$ cat config.mk
export PLATFORM = sky130hd
export DESIGN_NAME = i2c_bit_timing_divider
export DESIGN_NICKNAME = d
export VERILOG_FILES = /design/src/design/i2c_timing_pkg.sv /design/src/design/i2c_bit_timing_divider.sv /design/src/design/i2c_sample_filter.sv
export SDC_FILE = /design/constraint.sdc
export NUM_CORES = 1
export LEC_CHECK = 0
export BUFFER_PORTS_ARGS = -buffer_cell sky130_fd_sc_hd__buf_2
export CORE_MARGIN = 1
export CORE_UTILIZATION = 50
export DETAILED_ROUTE_END_ITERATION = 6
export PLACE_DENSITY = 0.69
export SLEW_MARGIN = 10
export SYNTH_ARGS = -nofsm -noshare
export SYNTH_HDL_FRONTEND = slang
export SYNTH_SLANG_ARGS = --single-unit
$ cat constraint.sdc
create_clock -name i_clk -period 4.5 [get_ports i_clk]
set_input_delay 0.45 -clock i_clk [delete_from_list [all_inputs] [get_ports i_clk]]
set_output_delay 0.45 -clock i_clk [all_outputs]
set_load 0.05 [all_outputs]
$ cat src/design/i2c_timing_pkg.sv
// package for the i2c bit-timing block: cycle counts, field layout, carriers
// assumes every count is in cycles of the single memory bus clock
`default_nettype none
package i2c_timing_pkg;
  // divider_select field layout
  localparam int unsigned DIV_SEL_W      = 6;
  localparam int unsigned DIV_HI_BIT     = 5;
  localparam int unsigned DIV_LO_BIT     = 1;
  localparam int unsigned DIV_EXP_MSB    = 4;
  localparam int unsigned DIV_EXP_LSB    = 2;
  localparam int unsigned DIVISOR_W      = 16;
  localparam int unsigned FSR_W          = 6;
  // qualified-signal timing, counted in clock cycles
  localparam int unsigned START_HOLD_CLKS = 4;
  localparam int unsigned HIGH_MIN_CLKS   = 5;
  localparam int unsigned SETUP_CLKS      = 4;
  localparam int unsigned FILTER_MULT     = 2;
  localparam int unsigned STATE_CNT_W     = 3;
  // slave stretch delay: base + unit * 2^exp * (terms - k)
  localparam int unsigned STRETCH_BASE   = 8;
  localparam int unsigned STRETCH_UNIT   = 16;
  localparam int unsigned STRETCH_TERMS  = 5;
  localparam int unsigned STRETCH_W      = 14;
  // divisor tables: low half base group, upper half head and repeating group
  localparam int unsigned UPPER_CODE     = 'h20;
  localparam int unsigned UPPER_REPEAT   = 'h26;
  // the last low code breaks the doubling pattern and has its own divisor
  localparam int unsigned TOP_LOW_CODE   = 'h1F;
  localparam logic [15:0] TOP_LOW_DIV    = 16'hF000;
  localparam logic [15:0] LOW_GRP [4]  = '{16'h0120, 16'h0140, 16'h0180, 16'h01C0};
  localparam logic [15:0] UP_HEAD [6]  = '{16'h00A0, 16'h00C0, 16'h00E0, 16'h0100, 16'h0140, 16'h0180};
  localparam logic [15:0] UP_GRP  [4]  = '{16'h01E0, 16'h0200, 16'h0280, 16'h0300};

  // scl/sda travel together
  typedef struct packed {
    logic scl;
    logic sda;
  } bus_pair_t;

  // qualified bus events, one-cycle pulses except bit_data, which holds the last bit
  typedef struct packed {
    logic start;
    logic stop;
    logic bit_valid;
    logic bit_data;
  } bus_event_t;
endpackage : i2c_timing_pkg
`default_nettype wire

$ cat src/design/i2c_bit_timing_divider.sv
// bit-timing core: divisor lookup, filtered bus events, slave stretch delay
// assumes i_scl/i_sda are synchronous pin levels and the controller drives
// divider_select and filter_sample_rate as steady levels
`default_nettype none
// Summary of operation
// (RULE_01) scl and sda are judged only after the sampling filter
// (RULE_02) all counts are clock cycles, applied after the filter delay
// (RULE_03) a start is recognised only after four qualified cycles of hold
// (RULE_04) slave waits 8 + 16*2^exp*(5-k) cycles before pulling scl low
// (RULE_05) scl high shorter than five cycles yields no data bit
// (RULE_06) repeated start needs four cycles of setup before it
// (RULE_07) stop needs four cycles of setup before it
// (RULE_08) low codes give paired divisors doubling every four codes
// (RULE_09) upper codes give the short head then doubling groups
// (RULE_10) each code sets the bit clock rate of its divisor; several codes share a rate
// (RULE_11) all six divider bits index the divisor lookup
// (RULE_12) k for bits 5,1: 10 gives 4, 11 gives 3, 00 gives 2, 01 gives 1
// (RULE_13) a zero sample rate gives the shortest filter delay
module i2c_bit_timing_divider
  import i2c_timing_pkg::*;
#(
  parameter int unsigned            RATE_W      = FSR_W,
  parameter logic [STRETCH_W-1:0]   STRETCH_B   = STRETCH_BASE[STRETCH_W-1:0],
  parameter logic [STRETCH_W-1:0]   STRETCH_U   = STRETCH_UNIT[STRETCH_W-1:0]
)(
  input  wire logic                         i_clk,
  input  wire logic                         i_nrst,
  input  wire logic [DIV_SEL_W-1:0]         i_divider_select,
  input  wire logic [RATE_W-1:0]            i_filter_sample_rate,
  input  wire i2c_timing_pkg::bus_pair_t    i_bus,
  input  wire logic                         i_gen_enable,
  input  wire logic                         i_slave_tx,
  input  wire logic                         i_stretch_req,
  output var  i2c_timing_pkg::bus_pair_t    o_qual,
  output var  i2c_timing_pkg::bus_event_t   o_event,
  output logic [DIVISOR_W-1:0]              o_divisor,
  output logic                              o_bit_clk,
  output logic                              o_scl_o,
  output logic                              o_scl_oe
);
  import i2c_timing_pkg::*;

  // (RULE_08) (RULE_09) divisor for any code
  function automatic logic [DIVISOR_W-1:0] divisor_of(input logic [DIV_SEL_W-1:0] code);
    logic [DIV_SEL_W-1:0] rel;
    rel = code - UPPER_REPEAT[DIV_SEL_W-1:0];
    if (code == TOP_LOW_CODE[DIV_SEL_W-1:0]) divisor_of = TOP_LOW_DIV;
    else if (code < UPPER_CODE[DIV_SEL_W-1:0]) divisor_of = LOW_GRP[code[1:0]] << code[4:2];
    else if (code < UPPER_REPEAT[DIV_SEL_W-1:0]) divisor_of = UP_HEAD[code[2:0]];
    else divisor_of = UP_GRP[rel[1:0]] << rel[4:2];
  endfunction : divisor_of

  // (RULE_12) subtraction term from bits 5 and 1
  function automatic logic [2:0] k_of(input logic [DIV_SEL_W-1:0] code);
    case ({code[DIV_HI_BIT], code[DIV_LO_BIT]})
      2'b10:   k_of = 3'h4;
      2'b11:   k_of = 3'h3;
      2'b00:   k_of = 3'h2;
      default: k_of = 3'h1;
    endcase
  endfunction : k_of

  bus_pair_t               q;
  bus_pair_t               prev_q;
  logic [STATE_CNT_W-1:0]  cnt_q;
  logic [STATE_CNT_W-1:0]  high_q;
  logic                    start_pend_q;
  bus_event_t              ev_q;
  logic [DIVISOR_W-1:0]    div_q;
  logic [DIVISOR_W-1:0]    bclk_cnt_q;
  logic                    bclk_q;
  logic [STRETCH_W-1:0]    str_cnt_q;
  logic                    str_run_q;
  logic                    oe_q;

  // (RULE_01) qualification filter
  i2c_sample_filter #(.RATE_W(RATE_W)) u_filter (
    .i_clk  (i_clk),
    .i_nrst (i_nrst),
    .i_rate (i_filter_sample_rate),
    .i_raw  (i_bus),
    .o_qual (q)
  );

  // edge and condition decode on qualified levels
  wire changed   = (q != prev_q);
  wire old_len4  = (cnt_q >= STATE_CNT_W'(SETUP_CLKS - 1));
  wire sda_fall  = prev_q.scl && q.scl && prev_q.sda && !q.sda;
  wire sda_rise  = prev_q.scl && q.scl && !prev_q.sda && q.sda;
  wire scl_fall  = prev_q.scl && !q.scl;
  wire start_now = start_pend_q && (q == bus_pair_t'{scl: 1'b1, sda: 1'b0})
                   && (cnt_q == STATE_CNT_W'(START_HOLD_CLKS - 1));
  wire bit_ok    = scl_fall && (high_q >= STATE_CNT_W'(HIGH_MIN_CLKS));
  wire [2:0]             k_term   = 3'(STRETCH_TERMS) - k_of(i_divider_select);
  wire [STRETCH_W-1:0]   str_load = STRETCH_B
                                    + STRETCH_W'((STRETCH_U << i_divider_select[DIV_EXP_MSB:DIV_EXP_LSB]) * k_term);

  // cycle counters for the current pair and for scl high; saturate at the top
  always_ff @(posedge i_clk)
    if (!i_nrst)
    begin
      prev_q <= '{scl: 1'b1, sda: 1'b1};
      cnt_q  <= '0;
      high_q <= '0;
    end
    else
    begin
      prev_q <= q;
      // (RULE_02) counts start from qualified change
      cnt_q  <= changed ? '0 : (&cnt_q ? cnt_q : cnt_q + 1'b1);
      high_q <= !q.scl ? '0 : (&high_q ? high_q : high_q + 1'b1);
    end

  // start, stop and bit events
  always_ff @(posedge i_clk)
    if (!i_nrst)
    begin
      start_pend_q <= 1'b0;
      ev_q         <= '0;
    end
    else
    begin
      // (RULE_06) setup before start
      if (sda_fall) start_pend_q <= old_len4;
      else if (changed || start_now) start_pend_q <= 1'b0;
      // (RULE_03) start hold qualified
      ev_q.start     <= start_now;
      // (RULE_07) stop setup qualified
      ev_q.stop      <= sda_rise && old_len4;
      // (RULE_05) minimum high period
      ev_q.bit_valid <= bit_ok;
      ev_q.bit_data  <= bit_ok ? prev_q.sda : ev_q.bit_data;
    end

  // (RULE_11) (RULE_10) bit clock from the selected divisor, half period per phase
  always_ff @(posedge i_clk)
    if (!i_nrst)
    begin
      div_q      <= '0;
      bclk_cnt_q <= '0;
      bclk_q     <= 1'b1;
    end
    else
    begin
      div_q <= divisor_of(i_divider_select);
      if (!i_gen_enable)
      begin
        bclk_cnt_q <= '0;
        bclk_q     <= 1'b1;
      end
      else if (bclk_cnt_q >= (div_q >> 1) - 1'b1)
      begin
        bclk_cnt_q <= '0;
        bclk_q     <= !bclk_q;
      end
      else bclk_cnt_q <= bclk_cnt_q + 1'b1;
    end

  // (RULE_04) stretch wait then hold scl low while requested
  always_ff @(posedge i_clk)
    if (!i_nrst)
    begin
      str_cnt_q <= '0;
      str_run_q <= 1'b0;
      oe_q      <= 1'b0;
    end
    else if (!i_slave_tx || !i_stretch_req)
    begin
      str_cnt_q <= '0;
      str_run_q <= 1'b0;
      oe_q      <= 1'b0;
    end
    else if (scl_fall && !oe_q)
    begin
      str_cnt_q <= str_load - 1'b1; // wait runs from the qualified fall
      str_run_q <= 1'b1;
    end
    else if (str_run_q)
    begin
      str_cnt_q <= str_cnt_q - 1'b1;
      if (str_cnt_q == '0)
      begin
        str_run_q <= 1'b0;
        oe_q      <= 1'b1;
      end
    end

  assign o_qual    = q;
  assign o_event   = ev_q;
  assign o_divisor = div_q;
  assign o_bit_clk = bclk_q;
  assign o_scl_o   = 1'b0; // open drain: only ever pulls low
  assign o_scl_oe  = oe_q;

  // checks
  logic [STRETCH_W-1:0] wait_len_q;
  always_ff @(posedge i_clk)
    if (!i_nrst || !str_run_q) wait_len_q <= '0;
    else wait_len_q <= wait_len_q + 1'b1;

  AST_DIV_LOW: assert property (@(posedge i_clk) disable iff (!i_nrst) // RULE_08
    $stable(i_divider_select) && i_divider_select == 6'h1F |=> o_divisor == 16'hF000)
    else $error("divisor for top low code wrong");
  AST_DIV_HIGH: assert property (@(posedge i_clk) disable iff (!i_nrst) // RULE_09
    $stable(i_divider_select) && i_divider_select == 6'h3E |=> o_divisor == 16'h7800)
    else $error("divisor for code 3e wrong");
  AST_DIV_HEAD: assert property (@(posedge i_clk) disable iff (!i_nrst) // RULE_11
    $stable(i_divider_select) && i_divider_select == 6'h20 |=> o_divisor == 16'h00A0)
    else $error("divisor for code 20 wrong");
  AST_BCLK_HALF: assert property (@(posedge i_clk) disable iff (!i_nrst) // RULE_10
    i_gen_enable && $stable(o_divisor) && bclk_cnt_q > (o_divisor >> 1) |-> 1'b0)
    else $error("bit clock phase overran half divisor");
  AST_START_HOLD: assert property (@(posedge i_clk) disable iff (!i_nrst) // RULE_03
    o_event.start |-> $past(prev_q.scl, 1) && !$past(prev_q.sda, 1) && cnt_q >= 3'h3)
    else $error("start reported without hold");
  AST_STOP_SETUP: assert property (@(posedge i_clk) disable iff (!i_nrst) // RULE_07
    sda_rise && cnt_q < 3'h3 |=> !o_event.stop)
    else $error("stop reported with short setup");
  AST_RSTART_SETUP: assert property (@(posedge i_clk) disable iff (!i_nrst) // RULE_06
    sda_fall && cnt_q < 3'h3 |=> !start_pend_q)
    else $error("start armed with short setup");
  AST_HIGH_MIN: assert property (@(posedge i_clk) disable iff (!i_nrst) // RULE_05
    scl_fall && high_q < 3'h5 |=> !o_event.bit_valid)
    else $error("bit taken from short high period");
  AST_STRETCH_LEN: assert property (@(posedge i_clk) disable iff (!i_nrst) // RULE_04
    $rose(o_scl_oe) |-> wait_len_q == str_load && $past(str_run_q, 1))
    else $error("stretch started without wait");
  AST_STRETCH_EARLY: assert property (@(posedge i_clk) disable iff (!i_nrst) // RULE_04
    scl_fall && i_slave_tx && i_stretch_req && !o_scl_oe |=> !o_scl_oe [*8])
    else $error("scl pulled low before base delay");
  AST_FILTER_ZERO: assert property (@(posedge i_clk) disable iff (!i_nrst) // RULE_13
    i_filter_sample_rate == '0 && $past(i_filter_sample_rate == '0) |-> o_qual == $past(i_bus))
    else $error("zero rate filter delay wrong");
  AST_QUAL_DELAY: assert property (@(posedge i_clk) disable iff (!i_nrst) // RULE_01
    $changed(o_qual) && i_filter_sample_rate != '0 |-> $past(i_filter_sample_rate != '0))
    else $error("qualified level moved without filtering");

  COV_START: cover property (@(posedge i_clk) disable iff (!i_nrst) o_event.start);
  COV_STOP:  cover property (@(posedge i_clk) disable iff (!i_nrst) o_event.stop);
  COV_BIT:   cover property (@(posedge i_clk) disable iff (!i_nrst) o_event.bit_valid);
  COV_STR:   cover property (@(posedge i_clk) disable iff (!i_nrst) $rose(o_scl_oe));
endmodule : i2c_bit_timing_divider
`default_nettype wire

$ cat src/design/i2c_sample_filter.sv
// qualification filter for scl and sda
// assumes raw pins are already synchronous to i_clk
`default_nettype none
module i2c_sample_filter
  import i2c_timing_pkg::*;
#(
  parameter int unsigned RATE_W = FSR_W
)(
  input  wire logic                        i_clk,
  input  wire logic                        i_nrst,
  input  wire logic [RATE_W-1:0]           i_rate,
  input  wire i2c_timing_pkg::bus_pair_t   i_raw,
  output var  i2c_timing_pkg::bus_pair_t   o_qual
);
  import i2c_timing_pkg::*;

  bus_pair_t         cand_q;
  bus_pair_t         qual_q;
  logic [RATE_W:0]   run_q;
  // a new pair must stand two sample periods per rate step before it counts
  wire [RATE_W:0]    need  = (RATE_W+1)'(FILTER_MULT * i_rate);
  wire               moved = (i_raw != cand_q);
  wire               held  = (run_q >= need - 1'b1);

  // (RULE_01) fixed lag of rate*2+1 cycles, so every edge moves by the same amount
  always_ff @(posedge i_clk)
    if (!i_nrst)
    begin
      cand_q <= '{scl: 1'b1, sda: 1'b1};
      run_q  <= '0;
      qual_q <= '{scl: 1'b1, sda: 1'b1};
    end
    else
    begin
      if (moved)
      begin
        cand_q <= i_raw;
        run_q  <= '0;
      end
      else if (!(&run_q)) run_q <= run_q + 1'b1;
      // (RULE_13) zero rate: one-cycle path
      if (i_rate == '0) qual_q <= i_raw;
      else if (!moved && held) qual_q <= cand_q; // pulses shorter than the lag never reach qual
    end

  assign o_qual = qual_q;
endmodule : i2c_sample_filter
`default_nettype wire

Yosys cells after proc, flatten, opt, wreduce, memory -nomap -nowiden

Memory sizes are Yosys's and may differ from the RTL's.
Cells that the tools add are included.

Add/subtract/negate cells: 11
Multipliers: 1
Div/mod/pow operators: 0
Magnitude comparators: 9
Equal/unequal tests: 7
Shifts and indexed selects: 3
Multiplexer cells: 21
Bitwise operators: 6
Reduce and logical (&&, ||, !) cells: 39

Operators by type and width:

| operator                | number |
|---|---|
| $mux W16                | 9 |
| $bmux W16 S2            | 2 |
| $shl A16 B3 Y16         | 2 |
| $mux W14                | 2 |
| $sub A14 B1 Y14 const B | 2 |
| $add A16 B1 Y16 const B | 1 |
| $ge A16 B16 Y1          | 1 |
| $sub A15 B1 Y16 const B | 1 |
| $add A4 B14 Y14 const A | 1 |
| $logic_not A14 Y1       | 1 |
| $mul A14 B3 Y14         | 1 |
| $shl A5 B3 Y14 const A  | 1 |
| $logic_and A1 B1 Y1     | 12 |
| $lt A6 B6 Y1 const B    | 2 |
| $ge A3 B3 Y1 const B    | 3 |
| $pmux W3 S3             | 1 |
| $reduce_and A3 Y1       | 3 |
| $logic_not A1 Y1        | 8 |
| $reduce_or A2 Y1        | 4 |
| $add A7 B1 Y7 const B   | 1 |
| $ge A7 B7 Y1            | 1 |
| $reduce_and A7 Y1       | 1 |
| $sub A7 B1 Y7 const B   | 1 |
| $add A3 B1 Y3 const B   | 2 |
| other kinds (19)        | 34 |

Bits in registers: 73
Latch bits: 0
Bits in writable memories: 0
ROM bits: 128
Input port bits: 19
Output and inout bits: 25
Logic and storage cells: 119
Memories: 1

Memory list:

| memory           | words | width | read ports | clocked after memory_dff | write ports | RTL line                     | RTL |
|---|---|---|---|---|---|---|---|
| (name not given) | 8     | 16    | 1          | 0                        | 0           | i2c_bit_timing_divider.sv:49 | `else if (code < UPPER_REPEAT[DIV_SEL_W-1:0]) divisor_of = UP_HEAD[code[2:0]];` |

Logic depth before layout (Yosys ltp)

Gate-level depths: netlist of run 1.

Word-level depth: 9
Depth in mapped cells: 16
Mapped depth without buffers: 15

By module

Synthesis of run 1 repeated with hierarchy kept, for this count alone.

Cell total of the unflattened synthesis: 591
Area, all modules: 4,863.4 sq um

By module, submodules not included:

| module                 | times used | cells an instance | area each (sq um) | sequential area each (sq um) |
|---|---|---|---|---|
| i2c_bit_timing_divider | 1          | 518               | 4,191.5           | 1,141.1 |
| i2c_sample_filter      | 1          | 73                | 671.9             | 220.2 |

Worst setup path after synthesis of run 1

OpenSTA, ideal clock, no wires.

Kind: input to register
Start: input i_divider_select[3]
End: register str_cnt_q[13]
Setup time: 0.079 ns
Data arrival time: 3.773 ns
Required time: 4.421 ns
Path slack: 0.648 ns
Cell stages on the path: 15
Buffers on the path: 3
Cells stage by stage: clkbuf_1 clkbuf_1 clkbuf_1 nand2b_1 nor2_1 fa_1 ha_1 ha_1 fa_1 a21o_1 a21oi_1 o21bai_1 a21oi_1 xnor2_1 a211oi_2

Cells in the longest elaborated chain, start to end: 5

RTL lines:

| what                   | RTL line                      | RTL |
|---|---|---|
| start: declaration     | i2c_bit_timing_divider.sv:28  | `input wire logic [DIV_SEL_W-1:0] i_divider_select,` |
| $shl A5 B3 Y14         | i2c_bit_timing_divider.sv:96  | `+ STRETCH_W'((STRETCH_U << i_divider_select[DIV_EXP_MSB:DIV_EXP_LSB]) * k_term);` |
| $mul A14 B3 Y14        | i2c_bit_timing_divider.sv:96  |  |
| $add A4 B14 Y14        | i2c_bit_timing_divider.sv:96  |  |
| $sub A14 B1 Y14        | i2c_bit_timing_divider.sv:175 | `str_cnt_q <= str_load - 1'b1;` |
| $mux W14               | i2c_bit_timing_divider.sv:173 | `else if (scl_fall && !oe_q)` |
| end signal: assignment | i2c_bit_timing_divider.sv:175 |  |
| end signal: assignment | i2c_bit_timing_divider.sv:180 | `str_cnt_q <= str_cnt_q - 1'b1;` |
| end: declaration       | i2c_bit_timing_divider.sv:72  | `logic [STRETCH_W-1:0] str_cnt_q;` |

No other way between the ends.
A chain may end at the register's enable or synchronous reset.

Worst setup path after layout of run 1

Start: input i_divider_select[5]
End: register str_cnt_q[13]

Cells in the longest elaborated chain, start to end: 7
Elaborated cells between the ends (all ways): 9
Those cells by class: add/sub: 3; mul: 1; eq/ne: 2; mux: 2; reduce/logical: 1

RTL lines:

| what                                             | RTL line                      | RTL |
|---|---|---|
| $eq A2 B2 Y1 or $logic_not A2 Y1 (tied branches) | i2c_bit_timing_divider.sv:55  | `case ({code[DIV_HI_BIT], code[DIV_LO_BIT]})` |
| $pmux W3 S3 (*)                                  | i2c_bit_timing_divider.sv:55  |  |
| $sub A3 B3 Y3 (*)                                | i2c_bit_timing_divider.sv:94  | `wire [2:0] k_term = 3'(STRETCH_TERMS) - k_of(i_divider_select);` |
| $mul A14 B3 Y14 (*)                              | i2c_bit_timing_divider.sv:96  |  |
| $add A4 B14 Y14 (*)                              | i2c_bit_timing_divider.sv:96  |  |
| $sub A14 B1 Y14 (*)                              | i2c_bit_timing_divider.sv:175 |  |
| $mux W14 (*)                                     | i2c_bit_timing_divider.sv:173 |  |

Every way passes the cells marked *; elsewhere a longest branch is shown, timed or not.

==> results.md, run 1 <==
- Status: finished clean
- Initial antenna violation count: 0
- Unrepaired setup endpoints after global routing: no
- Hold path depth: 2
- Post-DRT Antenna Nets: 0
- Residual DRC count: 0
- Die area: ~9900 µm²
- H-tree levels: 3
- Sequential fraction of the synthesis area: 28.7%
- Critical-path cell list: buf_2 -> inv_1 -> ha_1 -> nor4_1 -> fa_1 -> ha_1 -> ha_1 -> fa_1 -> a21o_1 -> a21oi_1 -> o21bai_1 -> a21oi_1 -> xnor2_1 -> a211oi_2
- Post-route minimum period: between 3 and 4 ns
- Final instance area: 5190 µm²
- Final core occ: about 56%
- Num CTS Buffers: 9
- Worst-path fanout max: 21
- Fin worst setup slack: about 0.77 ns
- Top post-synthesis cells by area: dfxtp_1 (29%), ha_1 (15%), nor2_1 (6.9%)
- IO buf count: 37
- Clock Tree Buf Depth: 2
- Count leader, synth: nor2_1
- Post-synth top area cell: dfxtp_1
- Critical path type: input port to flip-flop
- Power per cell area: roughly 280 nW/µm²
- Post-synth top area share: roughly 29%
- Total congestion overflow: 0
- Post-place setup slack: between 0.3 and 0.4 ns
- Final Cycle Share: 83.0%
- Final WL: 9700 µm
- PostCTS Resize Cnt: 0
- Max Slew Vio Count: 0
- Core Area: 9200 µm²
- Layout cell share with drive strength beyond 1: between 10% and 20%
- CTS tree: done
- CP top delay family: adder cells
- Max-Cap Viols: 0
- First-pass GRT wire length: around 17000 µm
- Die H: 99.4 µm
- Initial DRC count: 253
- Fmax: approximately 270 MHz
- Total Power: between 1 and 1.5 mW
- Clock Skew: ~0.013 ns
- Clk Latency, worst-skew pair: roughly 0.34 ns
- WHS: 0.320 ns
- Hold Path Class: input port to flip-flop
- RD Place Congestion: ~0.93
- Hold-fix buffers at CTS: 0
- Pint: 1.04 mW
- Leakage: roughly 2.3 nW
- Area growth from synthesis to layout: 9.38%
- Synth Warn #: 0
- Worst r2r path cells: 11
- Starting Density: slightly above 50%
- Worst Path Required: between 4 and 5 ns
- Antenna diodes: 0
- Initial DRT Pass Iterations: 5
- Reg clk slew, reported paths: ~0.080 ns
- Least-Margin Pin Slew: 0.847 ns
- Library cells used by synthesis: 52
- Cell depth of the worst setup path: 14
- Clock root buffer: clkbuf_8
- EDFF count, synth: 0
- Comb pwr share: 18.3%
- Primary FF master, synth: dfxtp_1
- Most frequent CP cell: ha_1
- Largest net degree at the start of global routing: 38
- Post-Layout Cell Count: about 700
- Cell area after synthesis: 4750 µm²
- Final hold vios: 0
- Max-slew headroom at the worst pin: about 43%
- CP Buf/Inv Count: 2
- Switch Pwr: between 400 and 500 µW
- Power share of the clock group: roughly two fifths
- Clock sinks: approximately 70
- Worst r2r src: o_divisor[7]$_SDFF_PP0_
- Placed Cells: 703
- Share of flip-flops with an asynchronous set or reset: 0%
- Vias: 3948
- Hold Path Origin: i_gen_enable
- Fillcell total: between 800 and 900
- Synth top cells by count: nor2_1 (87), dfxtp_1 (68), ha_1 (57)
- Rows: 35
- Largest stage delay on the critical path: a little under 0.5 ns
- RR Endpoint: bclk_cnt_q[5]$_SDFF_PP0_
- Worst setup SP type: input port
- Post-Syn Instances: roughly 580
- Setup Fix Bufs, Post-CTS: 0
- Die Wd: 99.4 µm
- Sw Ratio: ~29%
- DPL Wire Length: between 7000 and 8000 µm
- Placed instance area: 4970 µm²
- All-Layer GR Usage: between 20% and 30%
- Yosys reg bits: between 60 and 70
- Worst Hold End: o_bit_clk$_SDFFE_PN1P_
- Setup_tns: 0 ns
- CP max-delay cell: fa_1
- R2r setup slk: 1.72 ns
- Wire per inst: about 13 µm
- Vias per cell: 5.49
- Worst setup EP type: flip-flop
- Syn Area/Cell: slightly above 8 µm²
- Crit path arrival time: a little under 4 ns
- Nets: around 690
- Vias in the first global route: approximately 3700
- Seq pwr share: a little over two fifths
- Ports: between 40 and 50
- Setup-failing EPs final: 0
- VDD IR max: approximately 0.17 mV
-- cells in the final DEF (no fill, tap or decap), types with 3 or more instances in the layout --
master     n
dfxtp_1   68
inv_1     23
o22ai_1    3
o211ai_1   4
nand3_1   23
a31oi_1    8
fa_1       7
o21a_1     4
nor2b_1    4
nor3_1    14
and4_1     4
nor4_1     4
conb_1     6
nor2_1    87
nand2b_1  12
xor2_1    32
clkbuf_8  10
xnor2_1   22
buf_2     37
ha_1      57
or3_1      4
a211oi_1  11
a21o_1     4
nand4_1    8
nand2_1   42
a21oi_1   36
and3_1     6
o21ai_0   19
mux2i_1   10
nand3b_1   3
-- worst max path at each step --
stage	start	end	slack, ns
6_report	i_divider_select[5]	str_cnt_q[13]$_SDFFE_PP0P_	0.77
4_1_cts	i_divider_select[5]	str_cnt_q[13]$_SDFFE_PP0P_	0.74
3_3_place_gp	i_divider_select[5]	str_cnt_q[13]$_SDFFE_PP0P_	0.56
2_1_floorplan	i_divider_select[3]	str_cnt_q[13]$_SDFFE_PP0P_	0.65
3_5_place_dp	i_divider_select[5]	str_cnt_q[13]$_SDFFE_PP0P_	0.39
5_1_grt	i_divider_select[5]	str_cnt_q[13]$_SDFFE_PP0P_	0.48
-- power by group through the flow --
stage / clock network, mW / logic (mW) / registers, mW
finish: 0.557 / 0.266 / 0.632
global route: 0.599 / 0.300 / 0.634
CTS: 0.571 / 0.267 / 0.632
detailed placement: 0 / 0.265 / 0.646
global placement: 0 / 0.258 / 0.644
floorplan: 0 / 0.190 / 0.663
-- metal layers --
| metal | GRT usage [%] | part of all wire [%] |
|---|---|---|
| met5 | 0 | 0 |
| met3 | 4.29 | 3.5 |
| met1 | 27.0 | 47 |
| met2 | 34.9 | 48 |
| met4 | 6.45 | 1.4 |
-- registers in the layout, summed over array words and instances (netlist names) --
| register | cells |
|---|---|
| high_q | 3 |
| u_filter.o_qual | 2 |
| prev_q | 2 |
| start_pend_q | 1 |
| u_filter.cand_q | 2 |
| cnt_q | 3 |
| o_event | 4 |
| u_filter.run_q | 7 |
| str_cnt_q | 14 |
| o_bit_clk | 1 |
| o_scl_oe | 1 |
| o_divisor | 11 |
| str_run_q | 1 |
| bclk_cnt_q | 16 |
-- layout make-up --
class                           count  area, µm²  share of cell area, %
Clock buffer                       10        138                   2.65
Clock inverter                      6       86.3                   1.66
Inverter                           23       86.3                   1.66
Multi-Input combinational cell    463       3190                   61.4
Sequential cell                    68       1360                   26.2
Tap cell                          111        139                   2.67
Timing Repair Buffer               38        193                   3.71
-- logic make-up (layout without fill, tap and decap cells) --
| family | after synthesis | after routing | synth area share, % |
|---|---|---|---|
| other | 1 | 6 | 0.0790 |
| buffers and inverters | 51 | 77 | 4.53 |
| flip-flops | 68 | 68 | 28.7 |
| multiplexers | 12 | 12 | 2.58 |
| AO/OA/AOI/OAI | 104 | 104 | 13.7 |
| AND/OR/NAND/NOR | 223 | 223 | 22.5 |
| adder cells (fa/ha/maj) | 64 | 64 | 18.0 |
| XOR/XNOR | 54 | 54 | 9.96 |
Note: power is estimated with default switching activity, not from simulation.
==> run 2, diff against run 1 <==
Clock period 4.5 ns to 3.6 ns, I/O delays scaled along.
==> run 2 against run 1 <==
Compared with the run above: combinational power grew 29%; register-to-register slack lost 1.1 ns; critical path depth grew 2; largest cell class unchanged; utilization grew 0.48 points; final area grew 0.84%; die area is the same; total power grew 15%; highest routed layer unchanged.
==> results.md, run 2 (same netlist as run 1, synthesis figures left out) <==
- Final WL: about 9500 µm
- Die Wd: just under 100 µm
- H-tree levels: 3
- Placed instance area: about 5100 µm²
- Reg with most FFs: bclk_cnt_q
- Post-route minimum period: around 3.3 ns
- Unrepaired setup endpoints after global routing: no
- Hold-fix buffers at CTS: 0
- Post-DRT Antenna Nets: 0
- All-Layer GR Usage: between 20% and 30%
- Worst setup SP type: input port
- Pint: between 1 and 1.5 mW
- Power per cell area: around 320 nW/µm²
- Setup-failing EPs final: 0
- Most common cell after layout, fill and taps aside: nor2_1
- Die H: between 90 and 100 µm
- Power share of the clock group: between 30 and 40%
- VDD IR max: about 0.19 mV
- Sw Ratio: 29.7%
- Setup Fix Bufs, Post-CTS: 0
- Ports: between 40 and 50
- Rows: 35
- Max Slew Vio Count: 0
- Area growth from synthesis to layout: 10.3%
- Clock Tree Buf Depth: 2
- Fin worst setup slack: between 0.3 and 0.4 ns
- Switch Pwr: between 400 and 500 µW
- Comb pwr share: between 20 and 25%
- IO buf count: 37
- Clock sinks: 68
- DPL Wire Length: roughly 7300 µm
- Initial antenna violation count: 0
- Nets: 699
- Leakage: ~2.4 nW
- Max-Cap Viols: 0
- Final instance area: approximately 5200 µm²
- Num CTS Buffers: 9
- Status: finished clean
- Fillcell total: between 800 and 900
- Worst Path Required: between 3 and 4 ns
- Final hold vios: 0
- Worst-path fanout max: 3
- Core Area: just over 9000 µm²
- Initial DRT Pass Iterations: 5
- Initial DRC count: 215
- Largest net degree at the start of global routing: 30
- PostCTS Resize Cnt: 0
- Hold Path Class: input port to flip-flop
- Clock root buffer: clkbuf_8
- Critical path type: input port to flip-flop
- Most frequent cells in the layout: nor2_1 (87), dfxtp_1 (68), ha_1 (57), nand2_1 (42), buf_2 (37)
- First-pass GRT wire length: around 17000 µm
- Starting Density: approximately half
- Residual DRC count: 0
- Antenna diodes: 0
- Seq pwr share: between 40 and 50%
- Worst setup EP type: flip-flop
- Vias per cell: between 5 and 6
- Clock Skew: 0.00879 ns
- Layout cell share with drive strength beyond 1: approximately an eighth
- Vias: 4002
- CTS tree: done
- Crit path arrival time: 3.50 ns
- Largest register FFs: 16
- Least-Margin Pin Slew: just under 0.9 ns
- Max-slew headroom at the worst pin: roughly two fifths
- Post-place setup slack: -0.00796 ns
- Final Cycle Share: roughly 90%
- Vias in the first global route: a little under 4000
- Reg clk slew, reported paths: roughly 0.07 ns
- Wire per inst: approximately 13 µm
- Clk Latency, worst-skew pair: ~0.34 ns
- Fmax: 307 MHz
- RD Place Congestion: around 0.83
- Total congestion overflow: 0
- Die area: around 10000 µm²
[run 2: changes by cell type in the layout (fill, tap and decap cells not counted), sizes merged]
cell	delta
buf	+13
bufinv	-2
clkbuf	+1
clkinv	-1
inv	-1
[run 2: final cells by class]
| type | instances | area, µm² | share of cell area, % |
|---|---|---|---|
| Clock inverter | 2 | 12.5 | 0.239 |
| Tap cell | 111 | 139 | 2.65 |
| Timing Repair Buffer | 51 | 290 | 5.54 |
| Multi-Input combinational cell | 463 | 3200 | 61.0 |
| Inverter | 23 | 86.3 | 1.65 |
| Clock buffer | 11 | 151 | 2.89 |
| Sequential cell | 68 | 1360 | 26.0 |
[run 2: critical path: stages]
cell and delay, ns:
buf_2 0.12, inv_1 0.09, ha_1 0.20, nand2b_1 0.09, or2_2 0.30, fa_1 0.54, inv_1 0.05, ha_1 0.18
ha_1 0.22, fa_1 0.41, a21o_1 0.19, a21oi_1 0.18, o21bai_1 0.08, a21oi_1 0.19, xnor2_1 0.11, a211oi_2 0.20
[run 2: path summary, 6_finish.rpt]
kind | depth (start not counted) | to | slack, ns | startpoint
hold / removal | 2 | o_bit_clk$_SDFFE_PN1P_ | 0.22 | i_gen_enable
setup / recovery | 16 | str_cnt_q[13]$_SDFFE_PP0P_ | 0.34 | i_divider_select[5]
setup reg to reg | 10 | bclk_cnt_q[8]$_SDFF_PP0_ | 0.65 | o_divisor[8]$_SDFF_PP0_
hold reg to reg | 2 | o_event[3]$_SDFF_PN0_ | 0.45 | start_pend_q$_SDFFE_PN0P_
[run 2: routing by layer]
| layer | track usage (%) | wire, µm |
|---|---|---|
| met1 | 26.7 | 4540 |
| met5 | 0 | 0 |
| met4 | 6.79 | 48 |
| met3 | 4.57 | 332 |
| met2 | 34.7 | 4600 |
[run 2: metrics by stage]
| step | instances | TNS [ns] | hold slack, ns | utilization (%) | total power, mW |
|---|---|---|---|---|---|
| final | 729 | 0 | 0.224 | 56.9 | 1.67 |
| after global routing | 729 | 0 | 0.218 | 56.9 | 1.77 |
| after CTS | 729 | 0 | 0.208 | 56.9 | 1.69 |
| after detailed placement | 716 | -0.00796 | 0.446 | 55.2 | 1.15 |
| after global placement | 716 | 0 | 0.441 | 55.2 | 1.14 |
| after floorplan | 582 | 0 | 0.426 | - | 1.07 |
[run 2: power by group through the flow]
stage / sequential [mW] / combinational [mW] / clock (mW)
detailed placement: 0.806 / 0.343 / 0
global route: 0.791 / 0.386 / 0.595
global placement: 0.805 / 0.333 / 0
floorplan: 0.828 / 0.239 / 0
finish: 0.790 / 0.343 / 0.537
CTS: 0.789 / 0.344 / 0.556
==> run 3, diff against run 2 <==
Settings changed: GPL_ROUTABILITY_DRIVEN from default to 0, SKIP_LAST_GASP from default to 1, SYNTH_HIERARCHICAL from default to 1.
==> run 3 against run 2 <==
Compared with the run above: combinational power is 8.2% higher; count of clock-buffer cells in the layout stayed put; clock skew is 0.0026 ns higher; first-iteration DRC count is 12% lower; area after synthesis is 2.5% higher; total power is 1.8% higher; cell count is 4.9% higher; setup slack worse by 0.080 ns; die area is 2.4% higher; via count is 5.3% higher; critical path type unchanged; critical endpoint unchanged; largest power group unchanged.
==> results.md, run 3 <==
- Status: finished clean
- Power share of the clock group: 31.7%
- Area growth from synthesis to layout: 10.6%
- Vias: roughly 4200
- Syn Area/Cell: around 8 µm²
- Power per cell area: 316 nW/µm²
- First-pass GRT wire length: 17900 µm
- Area of the multi-input gates: roughly 3300 µm²
- Fmax: ~300 MHz
- Synth top cells by count: nor2_1 (84), dfxtp_1 (68), ha_1 (57)
- All-Layer GR Usage: roughly 22%
- Worst r2r src: o_divisor[8]$_SDFF_PP0_
- Largest net degree at the start of global routing: 28
- Nets: 714
- Starting Density: ~52%
- Leakage: about 2.4 nW
- Fin worst setup slack: roughly 0.26 ns
- R2r setup slk: roughly 0.35 ns
- Residual DRC count: 0
- Fillcell total: around 890
- Post-synth top area share: about 28%
- Pint: ~1.2 mW
- Comb pwr share: 21.8%
- Hold Path Class: input port to flip-flop
- Ports: 44
- Worst Setup SP: i_divider_select[5]
- Antenna diodes: 0
- H-tree levels: 3
- EDFF count, synth: 0
- Die Wd: between 100 and 150 µm
- Vias in the first global route: about 4100
- Final WL: around 10000 µm
- Initial antenna violation count: 0
- Sw Ratio: a little under a third
- Least-Margin Pin Slew: between 0.6 and 0.7 ns
- Worst setup SP type: input port
- Critical path type: input port to flip-flop
- Worst setup EP type: flip-flop
- Unrepaired setup endpoints after global routing: no
- Max-Cap Viols: 0
- VDD IR max: 0.131 mV
- Max Slew Vio Count: 0
- Largest register FFs: 16
- Most frequent cells in the layout: nor2_1 (84), dfxtp_1 (68), ha_1 (57), a21oi_1 (39), buf_2 (37)
- CTS tree: done
- Post-Syn Instances: about 600
- Num CTS Buffers: 9
- Synth Warn #: 6
- Final Cycle Share: between 90 and 100%
- Post-synth top area cell: dfxtp_1
- Setup Fix Bufs, Post-CTS: 0
- CP Capture Point: str_cnt_q[13]$_SDFFE_PP0P_
- Layout cell share with drive strength beyond 1: between 10% and 20%
- Worst Path Required: 3.79 ns
- Reg with most FFs: bclk_cnt_q
- Max-slew headroom at the worst pin: 57.9%
- Post-DRT Antenna Nets: 0
- Worst-path fanout max: 4
- Yosys reg bits: just under 70
- Hold path depth: 2
- Final hold vios: 0
- Initial DRC count: roughly 190
- Cell area after synthesis: around 4900 µm²
- Total congestion overflow: 0
- Die H: 101 µm
- Clock sinks: between 60 and 70
- Switch Pwr: around 520 µW
- Clk Latency, worst-skew pair: between 0.3 and 0.4 ns
- Register Area: ~1400 µm²
- Library cells used by synthesis: 60
- Initial DRT Pass Iterations: 4
- Crit path arrival time: 3.53 ns
- Post-place setup slack: -0.0536 ns
- Die area: about 10000 µm²
- IO buf count: 37
- Top post-synthesis cells by area: dfxtp_1 (28%), ha_1 (15%), nor2_1 (6.5%)
- Clock Skew: 0.0114 ns
- Clock Tree Buf Depth: 2
- Share of flip-flops with an asynchronous set or reset: 0%
- RR Endpoint: bclk_cnt_q[3]$_SDFF_PP0_
- Worst r2r path cells: 11
- Vias per cell: approximately 5.5
- Count leader, synth: nor2_1
- WHS: around 0.27 ns
- Final instance area: ~5400 µm²
- Clock root buffer: clkbuf_8
- Core Area: 9330 µm²
- Rows: 35
- Most common cell after layout, fill and taps aside: nor2_1
- DPL Wire Length: approximately 8000 µm
- Wire per inst: about 13 µm
- Post-route minimum period: about 3.3 ns
- PostCTS Resize Cnt: 0
- Primary FF master, synth: dfxtp_1
- Seq pwr share: a little under half
- Setup_tns: 0 ns
- Sequential fraction of the synthesis area: 28.0%
- Placed instance area: around 5200 µm²
- Setup-failing EPs final: 0
- Reg clk slew, reported paths: approximately 0.080 ns
- Hold-fix buffers at CTS: 0
-- run 3: cell families after synthesis --
logic type	synth area share [%]
simple gates	23.4
compound gates	14.4
flops	28.0
fa+ha+maj	17.5
xor+xnor	9.36
buf+inv	4.27
mux	2.98
other cells	0.0771
-- run 3: worst min-delay path by stage --
stage	startpoint	slack (ns)	end
2_1_floorplan	bclk_cnt_q[0]$_SDFF_PP0_	0.41	bclk_cnt_q[0]$_SDFF_PP0_
3_3_place_gp	bclk_cnt_q[0]$_SDFF_PP0_	0.43	bclk_cnt_q[0]$_SDFF_PP0_
3_5_place_dp	start_pend_q$_SDFFE_PN0P_	0.44	o_event[3]$_SDFF_PN0_
4_1_cts	i_bus[0]	0.26	u_filter/cand_q[0]$_SDFFE_PN1P_
5_1_grt	i_bus[0]	0.26	u_filter/cand_q[0]$_SDFFE_PN1P_
6_report	i_bus[0]	0.27	u_filter/cand_q[0]$_SDFFE_PN1P_
-- run 3: layout make-up --
class	count	share of cell area (%)
multi-input combinational	479	61.6
sequential	68	25.3
timing repair buffer	51	5.40
tap	129	3.00
clock buffer	11	2.63
inverter	22	1.54
clock inverter	5	0.512
-- run 3: stage by stage --
stage	util [%]	cells	total power, mW
2_1_floorplan	-	596	1.08
3_3_place_gp	55.8	749	1.16
3_5_place_dp	55.8	749	1.17
4_1_cts	57.7	765	1.72
5_1_grt	57.7	765	1.80
6_report	57.7	765	1.70
-- run 3: routing by layer --
metal / wire, µm / GRT usage, % / up-vias
met5: 0 / 0 / -
met4: 55 / 4.91 / 0
met3: 452 / 4.72 / 7
met2: 5030 / 38.9 / 94
met1: 4740 / 27.3 / 1951
li1: - / - / 2163
-- run 3: critical path, cell delays in order --
cell,delay [ns]
buf_2,0.10
inv_1,0.07
ha_1,0.34
nand2b_1,0.11
or2_2,0.31
fa_1,0.51
inv_1,0.04
ha_1,0.19
ha_1,0.22
fa_1,0.44
a211oi_1,0.32
o21bai_1,0.12
a21oi_1,0.18
xnor2_1,0.14
a21oi_1,0.08
-- run 3: power groups by stage --
stage               Sequential (mW)  Combinational (mW)  Clock, mW
floorplan                     0.830               0.254          0
global placement              0.806               0.357          0
detailed placement            0.807               0.367          0
CTS                           0.789               0.369      0.559
global route                  0.793               0.414      0.594
finish                        0.790               0.371      0.539
